`config.mk`:
```
export PLATFORM = sky130hd
export DESIGN_NAME = gas_amp_battest_ctrl_regs
export DESIGN_NICKNAME = d
export VERILOG_FILES = /design/src/rtl/gas_amp_battest_ctrl_regs.v /design/src/rtl/reg_byte.v /design/src/rtl/read_mux.v
export VERILOG_INCLUDE_DIRS = /design/src /design/src/rtl
export SDC_FILE = /design/constraint.sdc
export NUM_CORES = 1
export LEC_CHECK = 0
export BUFFER_PORTS_ARGS = -buffer_cell sky130_fd_sc_hd__buf_2
export CAP_MARGIN = 20
export CORE_UTILIZATION = 35
export CTS_CLUSTER_SIZE = 20
export DETAILED_ROUTE_END_ITERATION = 16
export GPL_ROUTABILITY_DRIVEN = 0
export SLEW_MARGIN = 0
export SYNTH_ARGS = -nofsm -noshare
export SYNTH_HDL_FRONTEND = slang
export SYNTH_SLANG_ARGS = --single-unit
export TNS_END_PERCENT = 100
```
`constraint.sdc`:
```
create_clock -name clock -period 1.65 [get_ports clock]
set_input_delay 0.0825 -clock clock [delete_from_list [all_inputs] [get_ports clock]]
set_output_delay 0.0825 -clock clock [all_outputs]
set_load 0.005 [all_outputs]
```
`src/rtl/gas_amp_battest_defs.vh`:
```
// register offsets, field positions and reset values of the gas amplifier and battery test bank
`ifndef GAS_AMP_BATTEST_DEFS_VH
`define GAS_AMP_BATTEST_DEFS_VH

`define OFS_GAS_SWITCH_BATTERY_TEST 4'hc
`define OFS_GAS_AMP_CONFIG          4'hd
`define OFS_BOOST_SETTINGS          4'he

`define RST_GAS_SWITCH_BATTERY_TEST 8'h00
`define RST_GAS_AMP_CONFIG          8'h00
`define RST_BOOST_SETTINGS          8'hf2

// sensor / battery test register fields
`define POS_OUT_RESISTOR_SW         7
`define POS_GAIN_RESISTOR_SW        6
`define POS_IN_RESISTOR_SW          5
`define POS_REFERENCE_SW            4
`define POS_SWITCH_RESERVED         3
`define POS_LOAD_CURRENT_HI         2
`define POS_LOAD_CURRENT_LO         0
`define WRITE_MASK_SWITCH_BATTERY   8'hf7
`define LOAD_CURRENT_LAST_LEGAL     3'h5

// gas amplifier register fields
`define POS_REF_BUFFER_ON           7
`define POS_REF_LEVEL_HI            6
`define POS_REF_LEVEL_LO            5
`define POS_FEEDBACK_HI             4
`define POS_FEEDBACK_LO             3
`define POS_TEST_DRIVE_DIR          2
`define POS_TEST_DRIVE_ON           1
`define POS_AMPLIFIER_ON            0

`endif

```
`src/rtl/gas_amp_battest_ctrl_regs.v`:
```
// configuration registers for the gas sensor front end and battery test load
//
// Overview of operation
// - bit 7 set inserts 100 kOhm between amplifier output and output pin
// - bit 6 set closes the feedback path through the selected resistance
// - bit 5 set inserts 1 kOhm from inverting input to negative pin
// - bit 4 set feeds positive input from millivolt reference, else positive pin
// - load current codes 0..5 give 10..20 mA; codes 6, 7 reserved
// - amplifier register bit 7 enables the 300 mV reference buffer
// - bits 6-5 choose 1.25, 2.5, 3.75 or 5 mV reference
// - bits 4-3 choose 1100, 300, 500 or 800 kOhm feedback
// - bit 2 makes test drive pull down when 0, up when 1
// - bit 1 routes the test drive onto the reference pin
// - bit 0 turns the gas amplifier on
// - amplifier register at offset 0xd resets to zero
// - boost settings register at offset 0xe resets to 0xf2
// - switch and battery test register at offset 0xc resets to zero
`timescale 1ns/10ps
`include "gas_amp_battest_defs.vh"
module gas_amp_battest_ctrl_regs (
  input  wire       clock,
  input  wire       rst,
  input  wire       regWrite,
  input  wire       regRead,
  input  wire [3:0] regAddr,
  input  wire [7:0] regWriteData,
  output wire [7:0] regReadData,
  output wire       regReadValid,
  output reg        gasOutResistorSw_q,
  output reg        gasGainResistorSw_q,
  output reg        gasInResistorSw_q,
  output reg        gasReferenceSw_q,
  output reg  [2:0] batteryLoadCurrent_q,
  output reg        batteryLoadCodeReserved_q,
  output reg        ref300mvBufferOn_q,
  output reg  [1:0] gasReferenceLevel_q,
  output reg  [1:0] gasFeedbackSelect_q,
  output reg        gasTestDriveDir_q,
  output reg        gasTestDriveOn_q,
  output reg        gasAmplifierOn_q,
  output reg  [7:0] boostSettings_q
);
  // bank bytes as held by the three registers
  wire [7:0] switchReg;
  wire [7:0] ampReg;
  wire [7:0] boostReg;

  // reset images of the bytes; each control output except the reserved-code flag resets to its own field of them
  localparam [7:0] SWITCH_RESET = `RST_GAS_SWITCH_BATTERY_TEST;
  localparam [7:0] AMP_RESET    = `RST_GAS_AMP_CONFIG;
  localparam [7:0] BOOST_RESET  = `RST_BOOST_SETTINGS;

  // next values of the control outputs, one for each output flip-flop below
  wire       gasOutResistorSw_d;
  wire       gasGainResistorSw_d;
  wire       gasInResistorSw_d;
  wire       gasReferenceSw_d;
  wire [2:0] batteryLoadCurrent_d;
  wire       batteryLoadCodeReserved_d;
  wire       ref300mvBufferOn_d;
  wire [1:0] gasReferenceLevel_d;
  wire [1:0] gasFeedbackSelect_d;
  wire       gasTestDriveDir_d;
  wire       gasTestDriveOn_d;
  wire       gasAmplifierOn_d;
  wire [7:0] boostSettings_d;

  // true for a strobe aimed at one offset; the three write decodes share this
  // compare so a change of decode width stays in one place
  function addr_hits;
    input       strobe;
    input [3:0] addr;
    input [3:0] offset;
    begin
      addr_hits = strobe && (addr == offset);
    end
  endfunction

  // load current codes above the last legal one have no defined current;
  // the compare lives here so every user of the flag agrees on the limit
  function code_is_reserved;
    input [2:0] code;
    begin
      code_is_reserved = (code > `LOAD_CURRENT_LAST_LEGAL);
    end
  endfunction

  // bus timing: a write lands in its byte at the strobe edge and reaches the
  // control outputs one edge later; a read answers at its own strobe edge
  // with the byte as it stood before any write in that same cycle; strobes
  // may come back to back, nothing here waits or stalls
  // decoded write strobes; the bus shares this clock, so no synchroniser
  wire switchWrite = addr_hits(regWrite, regAddr, `OFS_GAS_SWITCH_BATTERY_TEST);
  wire ampWrite    = addr_hits(regWrite, regAddr, `OFS_GAS_AMP_CONFIG);
  wire boostWrite  = addr_hits(regWrite, regAddr, `OFS_BOOST_SETTINGS);

  // reserved bit 3 is masked so it stays zero whatever is written
  reg_byte #(
    .RESET_VALUE (`RST_GAS_SWITCH_BATTERY_TEST),
    .WRITE_MASK  (`WRITE_MASK_SWITCH_BATTERY)
  ) u_switch (
    .clock     (clock),
    .rst       (rst),
    .writeEn   (switchWrite),
    .writeData (regWriteData),
    .value_q   (switchReg)
  );

  reg_byte #(
    .RESET_VALUE (`RST_GAS_AMP_CONFIG),
    .WRITE_MASK  (8'hff)
  ) u_amp (
    .clock     (clock),
    .rst       (rst),
    .writeEn   (ampWrite),
    .writeData (regWriteData),
    .value_q   (ampReg)
  );

  // boost fields are only held here; their meaning lives in the boost block
  reg_byte #(
    .RESET_VALUE (`RST_BOOST_SETTINGS),
    .WRITE_MASK  (8'hff)
  ) u_boost (
    .clock     (clock),
    .rst       (rst),
    .writeEn   (boostWrite),
    .writeData (regWriteData),
    .value_q   (boostReg)
  );

  read_mux u_read (
    .clock       (clock),
    .rst         (rst),
    .readEn      (regRead),
    .readAddr    (regAddr),
    .switchReg   (switchReg),
    .ampReg      (ampReg),
    .boostReg    (boostReg),
    .readData_q  (regReadData),
    .readValid_q (regReadValid)
  );

  // analog controls are re-registered so they follow the bank one edge later;
  // the extra edge costs a cycle of latency but keeps every output straight
  // off a flip-flop, so no decode glitch ever reaches an analog switch
  // switch byte fields
  assign gasOutResistorSw_d = switchReg[`POS_OUT_RESISTOR_SW];
  assign gasGainResistorSw_d = switchReg[`POS_GAIN_RESISTOR_SW];
  assign gasInResistorSw_d = switchReg[`POS_IN_RESISTOR_SW];
  assign gasReferenceSw_d = switchReg[`POS_REFERENCE_SW];
  assign batteryLoadCurrent_d =
    switchReg[`POS_LOAD_CURRENT_HI:`POS_LOAD_CURRENT_LO];

  // reserved codes are kept as written and only flagged; software must avoid them
  assign batteryLoadCodeReserved_d =
    code_is_reserved(switchReg[`POS_LOAD_CURRENT_HI:`POS_LOAD_CURRENT_LO]);

  // amplifier byte fields
  assign ref300mvBufferOn_d = ampReg[`POS_REF_BUFFER_ON];
  assign gasReferenceLevel_d = ampReg[`POS_REF_LEVEL_HI:`POS_REF_LEVEL_LO];
  assign gasFeedbackSelect_d = ampReg[`POS_FEEDBACK_HI:`POS_FEEDBACK_LO];
  assign gasTestDriveDir_d = ampReg[`POS_TEST_DRIVE_DIR];
  assign gasTestDriveOn_d = ampReg[`POS_TEST_DRIVE_ON];
  assign gasAmplifierOn_d = ampReg[`POS_AMPLIFIER_ON];

  // boost byte passes whole; its fields belong to the boost converter
  assign boostSettings_d = boostReg;

  // output resistor switch; 1 puts 100 kOhm in series with the output pin
  // a glitch here would kick the sensor output, hence the clean flip-flop
  always @(posedge clock) begin
    if (rst) begin
      gasOutResistorSw_q <= SWITCH_RESET[`POS_OUT_RESISTOR_SW];
    end else begin
      gasOutResistorSw_q <= gasOutResistorSw_d;
    end
  end

  // feedback switch; 0 leaves the feedback path open
  // software should pick the feedback value before closing this switch,
  // since the two fields sit in different bytes and cannot change together
  always @(posedge clock) begin
    if (rst) begin
      gasGainResistorSw_q <= SWITCH_RESET[`POS_GAIN_RESISTOR_SW];
    end else begin
      gasGainResistorSw_q <= gasGainResistorSw_d;
    end
  end

  // input resistor switch on the path to the negative sensor pin
  // 1 inserts 1 kOhm, 0 gives a direct path
  always @(posedge clock) begin
    if (rst) begin
      gasInResistorSw_q <= SWITCH_RESET[`POS_IN_RESISTOR_SW];
    end else begin
      gasInResistorSw_q <= gasInResistorSw_d;
    end
  end

  // positive input source; 0 takes the positive sensor pin, 1 the mV reference
  // the reference level itself is chosen in the amplifier byte
  always @(posedge clock) begin
    if (rst) begin
      gasReferenceSw_q <= SWITCH_RESET[`POS_REFERENCE_SW];
    end else begin
      gasReferenceSw_q <= gasReferenceSw_d;
    end
  end

  // battery test current code, 10 mA plus 2 mA per step up to code 5
  // the load itself is switched elsewhere; this only holds the code,
  // so a reserved code reaches the load stage together with its flag
  always @(posedge clock) begin
    if (rst) begin
      batteryLoadCurrent_q <= SWITCH_RESET[`POS_LOAD_CURRENT_HI:`POS_LOAD_CURRENT_LO];
    end else begin
      batteryLoadCurrent_q <= batteryLoadCurrent_d;
    end
  end

  // flag for codes 6 and 7 so the load stage can refuse them
  // the code is kept as written, so a read shows what software sent
  always @(posedge clock) begin
    if (rst) begin
      batteryLoadCodeReserved_q <= 1'b0;
    end else begin
      batteryLoadCodeReserved_q <= batteryLoadCodeReserved_d;
    end
  end

  // amplifier byte controls, then the boost copy
  // 300 mV reference buffer enable
  // left off by reset so the buffer draws no current until asked
  always @(posedge clock) begin
    if (rst) begin
      ref300mvBufferOn_q <= AMP_RESET[`POS_REF_BUFFER_ON];
    end else begin
      ref300mvBufferOn_q <= ref300mvBufferOn_d;
    end
  end

  // millivolt reference level code, 1.25 mV per step
  // changes reach the analog side one edge after the bank
  always @(posedge clock) begin
    if (rst) begin
      gasReferenceLevel_q <= AMP_RESET[`POS_REF_LEVEL_HI:`POS_REF_LEVEL_LO];
    end else begin
      gasReferenceLevel_q <= gasReferenceLevel_d;
    end
  end

  // feedback resistance code; code 0 is the largest value, not the smallest
  // only takes effect while the feedback switch is closed
  always @(posedge clock) begin
    if (rst) begin
      gasFeedbackSelect_q <= AMP_RESET[`POS_FEEDBACK_HI:`POS_FEEDBACK_LO];
    end else begin
      gasFeedbackSelect_q <= gasFeedbackSelect_d;
    end
  end

  // test drive direction; 0 pulls down, 1 pulls up
  // set the direction before enabling the drive to avoid a wrong-way pulse;
  // both sit in one byte, so a single write can change them together
  always @(posedge clock) begin
    if (rst) begin
      gasTestDriveDir_q <= AMP_RESET[`POS_TEST_DRIVE_DIR];
    end else begin
      gasTestDriveDir_q <= gasTestDriveDir_d;
    end
  end

  // test drive enable onto the reference pin
  // the drive shares the reference pin, so keep it off in normal sensing
  always @(posedge clock) begin
    if (rst) begin
      gasTestDriveOn_q <= AMP_RESET[`POS_TEST_DRIVE_ON];
    end else begin
      gasTestDriveOn_q <= gasTestDriveOn_d;
    end
  end

  // gas amplifier enable
  // the switch settings above only matter while the amplifier is on
  always @(posedge clock) begin
    if (rst) begin
      gasAmplifierOn_q <= AMP_RESET[`POS_AMPLIFIER_ON];
    end else begin
      gasAmplifierOn_q <= gasAmplifierOn_d;
    end
  end

  // boost settings copy; resets to its own non-zero image
  // the boost block decodes the fields, this block only holds them
  always @(posedge clock) begin
    if (rst) begin
      boostSettings_q <= BOOST_RESET;
    end else begin
      boostSettings_q <= boostSettings_d;
    end
  end
endmodule // gas_amp_battest_ctrl_regs

```
`src/rtl/reg_byte.v`:
```
// one 8-bit register with synchronous reset value and per-bit write mask
`timescale 1ns/10ps
module reg_byte #(
  parameter [7:0] RESET_VALUE = 8'h00,
  parameter [7:0] WRITE_MASK  = 8'hff
) (
  input  wire       clock,
  input  wire       rst,
  input  wire       writeEn,
  input  wire [7:0] writeData,
  output reg  [7:0] value_q
);
  // masked bits keep their reset value forever
  always @(posedge clock) begin
    if (rst) begin
      value_q <= RESET_VALUE;
    end else if (writeEn) begin
      value_q <= (writeData & WRITE_MASK) | (RESET_VALUE & ~WRITE_MASK);
    end
  end
endmodule // reg_byte

```
`src/rtl/read_mux.v`:
```
// registered read data selection for the bank
`timescale 1ns/10ps
`include "gas_amp_battest_defs.vh"
module read_mux (
  input  wire       clock,
  input  wire       rst,
  input  wire       readEn,
  input  wire [3:0] readAddr,
  input  wire [7:0] switchReg,
  input  wire [7:0] ampReg,
  input  wire [7:0] boostReg,
  output reg  [7:0] readData_q,
  output reg        readValid_q
);
  // unmapped offsets answer zero so the bus never sees stale data
  always @(posedge clock) begin
    if (rst) begin
      readData_q  <= 8'h00;
      readValid_q <= 1'b0;
    end else begin
      readValid_q <= readEn;
      if (readEn) begin
        case (readAddr)
          `OFS_GAS_SWITCH_BATTERY_TEST: readData_q <= switchReg;
          `OFS_GAS_AMP_CONFIG:          readData_q <= ampReg;
          `OFS_BOOST_SETTINGS:          readData_q <= boostReg;
          default:                      readData_q <= 8'h00;
        endcase
      end
    end
  end
endmodule // read_mux

```
## Word-level counts from Yosys, hierarchy flattened

Cells that the tools add are included.

- Bits in registers: 56
- Latch bits: 0
- RAM bits: 0
- Bits in read-only memories: 0
- Input port bits: 16
- Output and inout bits: 33
- Word-level logic and storage cells: 26
- Memories kept: 0

- Add/subtract/negate cells: 0
- $mul: 0
- Div/mod/pow operators: 0
- Order comparisons: 1
- Eq/ne operators: 3
- Shift-type cells: 0
- Muxes and demuxes: 1
- Bitwise logic cells: 0
- Reduce and logical (&&, ||, !) cells: 3

Operator list:

| operator | number |
|---|---|
| $pmux W8 S3 | 1 |
| $eq A4 B4 Y1 const B | 3 |
| $gt A3 B3 Y1 const B | 1 |
| $logic_and A1 B1 Y1 | 3 |

## Logic depth before layout (Yosys ltp)

- Depth after elaboration: 2
- Depth in mapped cells: 5
- Mapped depth without buffers: 3

## Cells and area by module

Synthesis repeated with hierarchy kept, for this count alone.

- Cell total of the unflattened synthesis: 177
- Area total of the unflattened synthesis: 1961.9 um2

Modules (own cells, without submodules):

| module | times used | cells an instance | area an instance (um2) | seq. area each (um2) |
|---|---|---|---|---|
| gas_amp_battest_ctrl_regs | 1 | 54 | 673.1 | 480.5 |
| read_mux | 1 | 47 | 445.4 | 180.2 |
| reg_byte (u_boost) | 1 | 26 | 299.0 | 160.2 |
| reg_byte (u_amp) | 1 | 26 | 285.3 | 160.2 |
| reg_byte (u_switch) | 1 | 24 | 259.0 | 140.1 |

## Worst setup path after synthesis

No wires, ideal clock.

- Kind: register to register
- From: register, netlist name u_boost.value_q[7]
- To: register u_boost.value_q[7]
- Setup time: 0.122 ns
- Arrival: 0.720 ns
- Data required time: 1.528 ns
- Slack: 0.808 ns
- Cell stages (with the launch flop): 4
- Buffers on the path: 0
- Period minus slack after synthesis: 0.842 ns
- Path through: dfxtp_1 -> or2_2 -> a21oi_1 -> a21oi_1

RTL lines:

| item | RTL line | source |
|---|---|---|
| end signal, assigned | reg_byte.v:18 | `value_q <= (writeData & WRITE_MASK) \| (RESET_VALUE & ~WRITE_MASK);` |
| end, declared | reg_byte.v:11 | `output reg [7:0] value_q` |

==> results.yml <==
clock_network:
  cts_setup_buffers: 0
  cts.sinks: 56
  cts_buffer_depth: 2
  numCtsBuffers: 5
  tritoncts: "built"
  cts_root_buf: "clkbuf_8"
  postCtsHoldBufs: 0
  ctsResizeCount: 0
  clk_pin_slew_ns: 0.09
  clkLatencyLatePin_ns: 0.31
  cts_max_level: 2
pwr:
  power_density_nw_per_um2: 957
  ir_drop_mv: 0.269
  leakage_nw: 1.05
floorplanning:
  io_pins: 49
  start_util_pct: 37.4
  core_area_sq_um: 5270
  placementRows: 26
  dieArea_sq_um: 5930
  die_w_microns: 77.0
  dieHeight_microns: 77.0
layout:
  drive_gt1_share_pct: 30.4
  multi_input_area_sq_um: 741
  area_delta_synth_final_pct: 19.6
  layout.area.seq_sq_um: 1120
  layout_common_cells: "dfxtp_1 (56), buf_2 (48), nand2b_1 (16)"
  fillers: 548
  insertedDiodeCount: 0
  final_nets: 255
  layout.cells.most_common: "dfxtp_1"
  layoutNonFillerInstCount: 310
setup_path:
  cp.required_ns: 1.85
  end_kind: "flop"
  path_max_fanout: 2
  arrival_ns: 1.12
  crit_type: "reg -> reg"
  r2r_slack_ns: 0.72
  startpoint_type: "flop"
grt:
  grt-ovfl-total: 0
  antenna_found_initial: 0
  grt_max_degree: 39
  grt_pass1_vias: 1387
  grt_first_pass_wirelength_microns: 7040
  grtUsageTotal_pct: 15.6
timing:
  period_share_pct: 56.2
  setup_viol: 0
  hold_violations: 0
  rsz0062_at_grt: "false"
  tightest_slew_ns: 0.324
  max_freq_mhz: 1080
  finalCriticalPeriod_ns: 0.927
  clock_skew_ns: 0.00306
  finalMaxSlewViolations: 0
  slew_headroom_pct: 78.3
  setup-tns-final_ns: 0
synthesis:
  ys_ff_latch: 56
  synth_seq_area_share_pct: 56.9
  syn_inst: 190
  syn_area_sq_um: 1970
  synth_edf_count: 0
  syn_avg_cell_area_sq_um: 10.4
  yosys_warnings: 0
  syn-num-nets: 206
  synthDistinctLibCells: 27
  synth_ff_type: "dfxtp_1"
  synthArstFlopShare_pct: 0
status:
  status: "finished, final reports clean"
route:
  drc: 0
  vias: 1467
  drt_first_pass_iters: 4
  wl_per_cell_microns: 13.4
  drt_iter0_markers: 100
  ant_nets: 0
  vias_per_cell: 4.73
  wirelength_microns: 4160
placement:
  port_buffers: 48
  dpl.cell_count: 302
  hpwl_microns: 3050
job:
  cap_violations: 0
hold_path:
  hold_path_class: "in -> reg"
## worst max-delay path, stage by stage, from the launching register on
cell and delay [ns]:
dfxtp_1 0.33, or2_2 0.31, a21oi_1 0.12, a21oi_1 0.06
## cells in the mapped netlist, types with 2 or more instances
| cell | number | area [sq um] |
|---|---|---|
| dfxtp_1 | 56 | 1120 |
| nand2b_1 | 16 | 100 |
| nor2b_1 | 13 | 81.3 |
| a21oi_1 | 10 | 50.1 |
| mux2i_1 | 9 | 90.1 |
| o21ai_0 | 9 | 45.0 |
| o21ai_1 | 9 | 45.0 |
| inv_1 | 8 | 30.0 |
| a22oi_1 | 7 | 52.6 |
| o31ai_1 | 7 | 52.6 |
| a32oi_1 | 6 | 52.6 |
| buf_2 | 6 | 30.0 |
| nor2_1 | 6 | 22.5 |
| nand2_1 | 5 | 18.8 |
| or2_2 | 5 | 31.3 |
| a21bo_2 | 3 | 30.0 |
| buf_6 | 3 | 33.8 |
| and2_1 | 2 | 12.5 |
| clkbuf_1 | 2 | 7.51 |
## report_power, final
group	leakage [nW]	switching (W)	internal (W)
Combinational	0.542	0.0000777	0.0000525
Sequential	0.452	0.00000601	0.00136
Clock	0.0510	0.000421	0.000336
Total	1.05	0.000504	0.00175
## cell families (layout without fill, tap and decap cells)
group	count (synthesis)	in the layout	synth area share, %
compound gates	52	52	17.1
flops	56	56	56.9
mux	9	9	4.57
buf+inv	20	70	5.52
simple gates	53	53	15.9
## state kept, by name, summed over array words and instances, names as in the netlist, 2 cells and up
name and cells:
boostSettings_q 8, u_amp.value_q 8, u_boost.value_q 8, u_read.readData_q 8, u_switch.value_q 7, batteryLoadCurrent_q 3, gasFeedbackSelect_q 2, gasReferenceLevel_q 2
## layer usage
layer / wire (microns) / vias to the layer above / track usage [%]
li1: - / 749 / -
met1: 1940 / 678 / 19.8
met2: 1970 / 38 / 24.4
met3: 202 / 2 / 4.29
met4: 38 / 0 / 7.36
met5: 0 / - / 0
## cell type report
cell class / instances / area share [%]
Clock inverter: 2 / 0.425
Clock buffer: 6 / 3.50
Timing Repair Buffer: 54 / 12.1
Inverter: 8 / 1.27
Sequential cell: 56 / 47.6
Tap cell: 70 / 3.72
Multi-Input combinational cell: 114 / 31.4
## per-stage QoR
step	power (W)	cell area [sq um]	setup WS (ns)	utilization, %	hold WS [ns]
5_1_grt	0.00236	2360	0.651	44.7	0.0416
6_report	0.00226	2360	0.723	44.7	0.0533
3_3_place_gp	0.00153	2260	0.524	43.0	0.352
4_1_cts	0.00229	2360	0.710	44.7	0.0457
2_1_floorplan	0.00148	1970	0.808	-	0.211
3_5_place_dp	0.00153	2260	0.441	43.0	0.373
## path summary, 6_finish.rpt
path	from	end	cells past startpoint
hold / removal	regRead	u_read.readValid_q$_SDFF_PP0_	2
setup reg to reg	u_boost.value_q[6]$_SDFFE_PP1P_	u_boost.value_q[6]$_SDFFE_PP1P_	3
hold reg to reg	u_read.readData_q[7]$_SDFFE_PP0P_	u_read.readData_q[7]$_SDFFE_PP0P_	2
setup / recovery	u_boost.value_q[6]$_SDFFE_PP1P_	u_boost.value_q[6]$_SDFFE_PP1P_	3
Note: power is estimated with default switching activity, not from simulation.
